--- src/fdp_pkg.sv ---
// Constants, types and byte table for the discovery parameter ROM.
// Assumes the caller decodes the table region and presents byte offsets.

package fdp_pkg;

  // First byte of this slice in each address layout
  localparam logic [7:0] FDP_QUERY_BASE = 8'h0e;
  localparam logic [7:0] FDP_DISC_BASE  = 8'h0c;
  localparam int         FDP_ENTRIES    = 24;
  localparam logic [7:0] FDP_ENTRY_CNT  = 8'h18;

  // Entry whose value depends on the latency mode
  localparam int         FDP_DUAL_IO_ENTRY = 2;
  localparam logic [7:0] FDP_DUAL_IO_STD   = 8'h04;
  localparam logic [7:0] FDP_DUAL_IO_ENH   = 8'h80;

  // Individual values
  localparam logic [7:0] FDP_DUAL_OUT_CFG = 8'h08;
  localparam logic [7:0] FDP_DUAL_OUT_OP  = 8'h3b;
  localparam logic [7:0] FDP_DUAL_IO_OP   = 8'hbb;
  localparam logic [7:0] FDP_ALL_MODES    = 8'hee;
  localparam logic [7:0] FDP_FILL         = 8'hff;
  localparam logic [7:0] FDP_QUAD_ALL_CFG = 8'heb;
  localparam logic [7:0] FDP_QUAD_ALL_OP  = 8'h00;
  localparam logic [7:0] FDP_NO_SIZE      = 8'h00;
  localparam logic [7:0] FDP_ERASE3_SIZE  = 8'h12;
  localparam logic [7:0] FDP_ERASE3_OP    = 8'hd8;

  // Output values after reset
  localparam logic [7:0] FDP_RST_DATA = 8'h00;

  // Table in order of rising offset; entry 2 is replaced by the latency mux
  localparam logic [0:FDP_ENTRIES-1][7:0] FDP_TABLE = {
    FDP_DUAL_OUT_CFG, FDP_DUAL_OUT_OP, FDP_DUAL_IO_STD, FDP_DUAL_IO_OP,
    FDP_ALL_MODES, FDP_FILL, FDP_FILL, FDP_FILL,
    FDP_FILL, FDP_FILL, FDP_FILL, FDP_FILL,
    FDP_FILL, FDP_FILL, FDP_FILL, FDP_QUAD_ALL_CFG,
    FDP_QUAD_ALL_OP, FDP_FILL, FDP_NO_SIZE, FDP_FILL,
    FDP_ERASE3_SIZE, FDP_ERASE3_OP, FDP_NO_SIZE, FDP_FILL
  };

  // One access from the serial front end
  typedef struct packed {
    logic       rd;
    logic       wr;
    logic       querySpace;
    logic [7:0] addr;
    logic [7:0] wrData;
  } fdp_req_t;

endpackage

--- src/fdp_param_rom.sv ---
// Discovery parameter ROM slice: dual read, mode support and erase types.
// Assumes requests come from logic on the same clock; one answer per read.
`timescale 1ns/1ps
`default_nettype none

module fdp_param_rom (
  input  wire logic             clk,
  input  wire logic             srst,
  input  wire fdp_pkg::fdp_req_t req,
  input  wire logic             enhancedFastLatencyMode,
  output var  logic [7:0]       rdData,
  output var  logic             rdValid,
  output var  logic             rdHit,
  output var  logic             wrIgnored
);
  import fdp_pkg::*;

  logic [7:0]                   base;
  logic [7:0]                   relOff;
  logic                         inRange;
  logic [4:0]                   idx;
  logic [0:FDP_ENTRIES-1][7:0]  romByte;
  logic [7:0]                   lookup;
  logic [7:0]                   next_rdData;

  // Two layouts, query offset two above
  assign base    = req.querySpace ? FDP_QUERY_BASE : FDP_DISC_BASE;
  assign relOff  = req.addr - base;
  assign inRange = relOff < FDP_ENTRY_CNT;
  assign idx     = inRange ? relOff[4:0] : 5'h00;

  genvar i;
  for (i = 0; i < FDP_ENTRIES; i++) begin : g_entry
    if (i == FDP_DUAL_IO_ENTRY) begin : g_lat
      assign romByte[i] = enhancedFastLatencyMode ? FDP_DUAL_IO_ENH : FDP_DUAL_IO_STD;
    end else begin : g_fix
      assign romByte[i] = FDP_TABLE[i];
    end
  end

  assign lookup      = romByte[idx];
  assign next_rdData = inRange ? lookup : FDP_FILL;

  // Read only: write data never stored
  always_ff @(posedge clk) begin
    if (srst) begin
      rdData    <= FDP_RST_DATA;
      rdValid   <= 1'b0;
      rdHit     <= 1'b0;
      wrIgnored <= 1'b0;
    end else begin
      rdData    <= req.rd ? next_rdData : rdData;
      rdValid   <= req.rd;
      rdHit     <= req.rd && inRange;
      wrIgnored <= req.wr;
    end
  end
endmodule // fdp_param_rom

`default_nettype wire

--- config.mk ---
export PLATFORM = sky130hd
export DESIGN_NAME = fdp_param_rom
export DESIGN_NICKNAME = d
export VERILOG_FILES = /design/src/fdp_pkg.sv /design/src/fdp_param_rom.sv
export SDC_FILE = /design/constraint.sdc
export NUM_CORES = 1
export LEC_CHECK = 0
export ABC_CLOCK_PERIOD_IN_PS = 2800
export BUFFER_PORTS_ARGS = -buffer_cell sky130_fd_sc_hd__buf_2
export CAP_MARGIN = 0
export CORE_MARGIN = 8
export CORE_UTILIZATION = 46
export CTS_CLUSTER_DIAMETER = 100
export DETAILED_ROUTE_END_ITERATION = 10
export PLACE_DENSITY = 0.77
export SLEW_MARGIN = 20
export SYNTH_ARGS = -nofsm -noshare
export SYNTH_HDL_FRONTEND = slang
export SYNTH_SLANG_ARGS = --single-unit
--- constraint.sdc ---
create_clock -name clk -period 2.8 [get_ports clk]
set_input_delay 0.14 -clock clk [delete_from_list [all_inputs] [get_ports clk]]
set_output_delay 0.14 -clock clk [all_outputs]
set_load 0.01 [all_outputs]
# == Word-level counts from Yosys, hierarchy flattened ==
# Cells that the tools add are included.
# op_classes
addsub,1
order_cmp,2
muxes,7
n_bitwise,1
n_reduce_logical,1
# op_table
cell,count
$bmux W8 S5,1
$mux W8,4
$lt A8 B5 Y1 const B,1
$sub A8 B4 Y8,1
$ge A6 B6 Y1 const B,1
$not A5 Y6,1
$mux W5,1
$mux W2,1
$logic_and A1 B1 Y1,1
# totals
ff_bits,11
input_bits,22
output_inout_bits,11

# == Logic depth before layout (Yosys ltp) ==
# logic_depth
depth_word,9
ltp_mapped,16
depth_no_buf,15

# == Worst setup path after synthesis ==
# OpenSTA, ideal clock, no wires.
# synth_path
path_type,input port to flip-flop
startpoint,input req[9] (netlist name)
endpoint,register rdData[1]
arrival_ps,2156
required_time_ps,2709
slack_ps,553
path_stages,14
cell_sequence,inv_1 ha_1 inv_1 ha_1 a2111oi_4 xnor2_1 and3_1 buf_6 nand2_1 ha_1 nand2_1 nand2_1 o2bb2ai_1 a311oi_1
# synth_between
elab_chain_cells,8
# synth_rtl
item,line_no,source
from (decl),fdp_param_rom.sv:9,"input wire fdp_pkg::fdp_req_t req,"
$sub A8 B4 Y8 (*),fdp_param_rom.sv:28,assign relOff = req.addr - base;
$lt A8 B5 Y1,fdp_param_rom.sv:29,assign inRange = relOff < FDP_ENTRY_CNT;
$mux W5,fdp_param_rom.sv:30,assign idx = inRange ? relOff[4:0] : 5'h00;
$not A5 Y6 (not written as such),fdp_param_rom.sv:41,assign lookup = romByte[idx];
$bmux W8 S5,fdp_param_rom.sv:41,
$mux W8 (not written as such) (2 in a row),fdp_param_rom.sv:41,
$mux W8 (*),fdp_param_rom.sv:42,assign next_rdData = inRange ? lookup : FDP_FILL;
to (signal assigned),fdp_param_rom.sv:52,rdData <= req.rd ? next_rdData : rdData;
to (decl),fdp_param_rom.sv:11,"output var logic [7:0] rdData,"
# Mark *: on every way between the ends. The rest lies on a longest branch, timed or not. The select of a mux whose other input is x is not followed.
# A chain may end at the register's enable or synchronous reset.

# == Worst setup path in the final report ==
# Ends and elaborated chain as after synthesis.

==> reports/qor.yml <==
place:
  pre_cts_ws_ns: 0.370
  hpwl_um: 1270
  dp.cells: 127
  portBuffers: 24
  routabilityCongestion: 0.801
routing:
  vias: 716
  wire_per_inst_um: 12.2
  drc: 0
  drt-initial-drc-count: 15
  drt_pass1_iterations: 7
  ant_nets: 0
  drt_wl_total_um: 1600
  viasPerCell: 5.47
sta:
  slew-limit-headroom: 0.697
  holdWs_ns: 0.0973
  grt_setup_unrepaired: "no"
  hold_violations: 0
  setup_viol: 0
  min_period_ns: 2.13
  timing.fmax_mhz: 469
  finalSetupTns_ns: 0
  drv_slew: 0
  worst_pin_slew_ns: 0.451
  skew_ns: 0
  postLayoutSetupSlackWorst_ns: 0.666
  fin_crit_sh: 0.762
power:
  ir_drop_mv: 0.191
  p_int_mw: 0.275
  power.total_mw: 0.401
  power_density_nw_per_um2: 444
  combPwrFrac: 0.309
  power.net_switching_mw: 0.126
  power_frac_clock: 0.265
  leakagePower_nw: 0.411
  p_seq_frac: 0.426
  switching_share: 0.314
worst_setup_path:
  r2r_setup_slack_ns: 2.11
  cp.arrival_ns: 2.31
  endpoint_kind: "register"
  worstSetupPathType: "input pin to register"
  cp-startpoint: "req[9]"
  crit_required_ns: 2.97
  r2r_start: "rdData[5]"
  worstPathMaxFanout: 6
  critPathLaunchType: "input pin"
synthesis:
  synth_top_area_cell: "dfxtp_1"
  syn-num-nets: 116
  synth.distinct_cells: 30
  synth_top_area_frac: 0.289
  ys_seq_area_frac: 0.289
  synth-simple-area-share: 0.228
  async_flop_share: 0
  synth_edf_count: 0
  netlist_area_um2: 763
  netlist_instances: 91
  synth_xor_area_frac: 0.0787
  synth-compound-area-share: 0.287
  synthAdderAreaFrac: 0.0492
  avgSynthCellArea_um2: 8.39
  synth_top_family_by_area: "compound AO/OA/AOI/OAI gates"
  muxShareOfSynthArea: 0
  yosys-top-cells-count: "12 x nor2_1, 11 x dfxtp_1, 10 x nand2_1, 6 x o21ai_0, 5 x inv_1"
  synth-seq-cells: 11
  yosys_warnings: 0
  synth.most_common_cell: "nor2_1"
  synthFlopType: "dfxtp_1"
  netlist_top_cells_area: "dfxtp_1 29%, a211oi_2 6.6%, nor2_1 5.9%"
clock_tree:
  cts_sinks: 11
  cts_resized: 0
  post_cts_buffers: 0
  htree_levels: 1
  cts_max_path_buffers: 2
  cts_hold_buf: 0
  cts.clk_slew.worst_paths_ns: 0.06
  cts_made_buffers: 3
  clock_latency_ns: 0.26
  cts_tree: "built"
  root_buffer: "clkbuf_4"
global_route:
  grt_util_all_layers: 0.0984
  antenna_found_initial: 0
  grt_pass1_vias: 662
  grt_max_degree: 15
  grt_overflow_total: 0
  grt_first_pass_wirelength_um: 2680
floorplan:
  fp-row-count: 14
  core_area_um2: 1520
  die_area_um2: 3220
  start_util: 0.501
  pin_count: 33
  die_height_um: 56.7
  die_w_um: 56.7
cells_and_area:
  synthToLayoutAreaGrowth_pct: 18.4
  final_layout_size_suffix_gt1_frac: 0.313
  diodes: 0
  nNetsFinal: 141
  stdcell_count: 131
min_path:
  holdCritPathClass: "input pin to register"
  min_from: "req[17]"
status:
  outcome: "completed"
job:
  max-cap-violations: 0
[final timing paths]
path | end | cells after the start
min reg2reg | rdData[1] | 2
min | wrIgnored | 2
max reg2reg | rdData[5] | 2
max | rdData[1] | 14
[routing by layer]
metal	global-route usage	up-vias	part of all wire
li1	-	373	-
met1	0.112	312	0.45
met2	0.149	29	0.45
met3	0.0337	2	0.078
met4	0.0705	0	0.018
met5	0	-	0
[stage by stage]
step           area, µm²  utilization
3_5_place_dp         877        0.576
2_1_floorplan        763            -
6_report             903        0.593
3_3_place_gp         877        0.576
4_1_cts              903        0.593
5_1_grt              903        0.593
[logic make-up after synthesis]
| logic type | count (synthesis) |
|---|---|
| fa+ha+maj | 3 |
| simple gates | 36 |
| flops | 11 |
| xor+xnor | 6 |
| compound gates | 25 |
| buf+inv | 10 |
[power by group through the flow]
stage | clock [mW] | sequential, mW | combinational (mW)
floorplan | 0 | 0.181 | 0.0835
global placement | 0 | 0.175 | 0.122
detailed placement | 0 | 0.175 | 0.125
CTS | 0.109 | 0.171 | 0.125
global route | 0.118 | 0.172 | 0.138
finish | 0.106 | 0.171 | 0.124
[critical path: stages]
cell,delay (ns)
buf_2,0.10
inv_1,0.04
ha_1,0.17
inv_1,0.05
ha_1,0.27
a2111oi_4,0.32
xnor2_1,0.15
and3_1,0.20
nand2_1,0.07
ha_1,0.29
nand2_1,0.07
nand2_1,0.05
o2bb2ai_1,0.14
a311oi_1,0.25
[sequential cells by signal (all words and copies together) (netlist names)]
signal	flops
rdValid	1
wrIgnored	1
rdData	8
rdHit	1
[placed cells by master (no fill, tap or decap), types with 4 or more instances in the layout]
master and n:
a211oi_2 4, a311oi_1 4, buf_2 24, dfxtp_1 11, inv_1 5, nand2_1 10
nand3_1 4, nor2_1 12, nor2b_1 4, o21ai_0 6
[area by class of cell]
cell class	instances	area [µm²]
multi-input combinational	70	490
clock buffer	4	26.3
sequential	11	220
tap	16	20.0
fill	148	621
inverter	5	18.8
timing repair buffer	25	128
No activity file was read; power rests on OpenSTA's default activity.
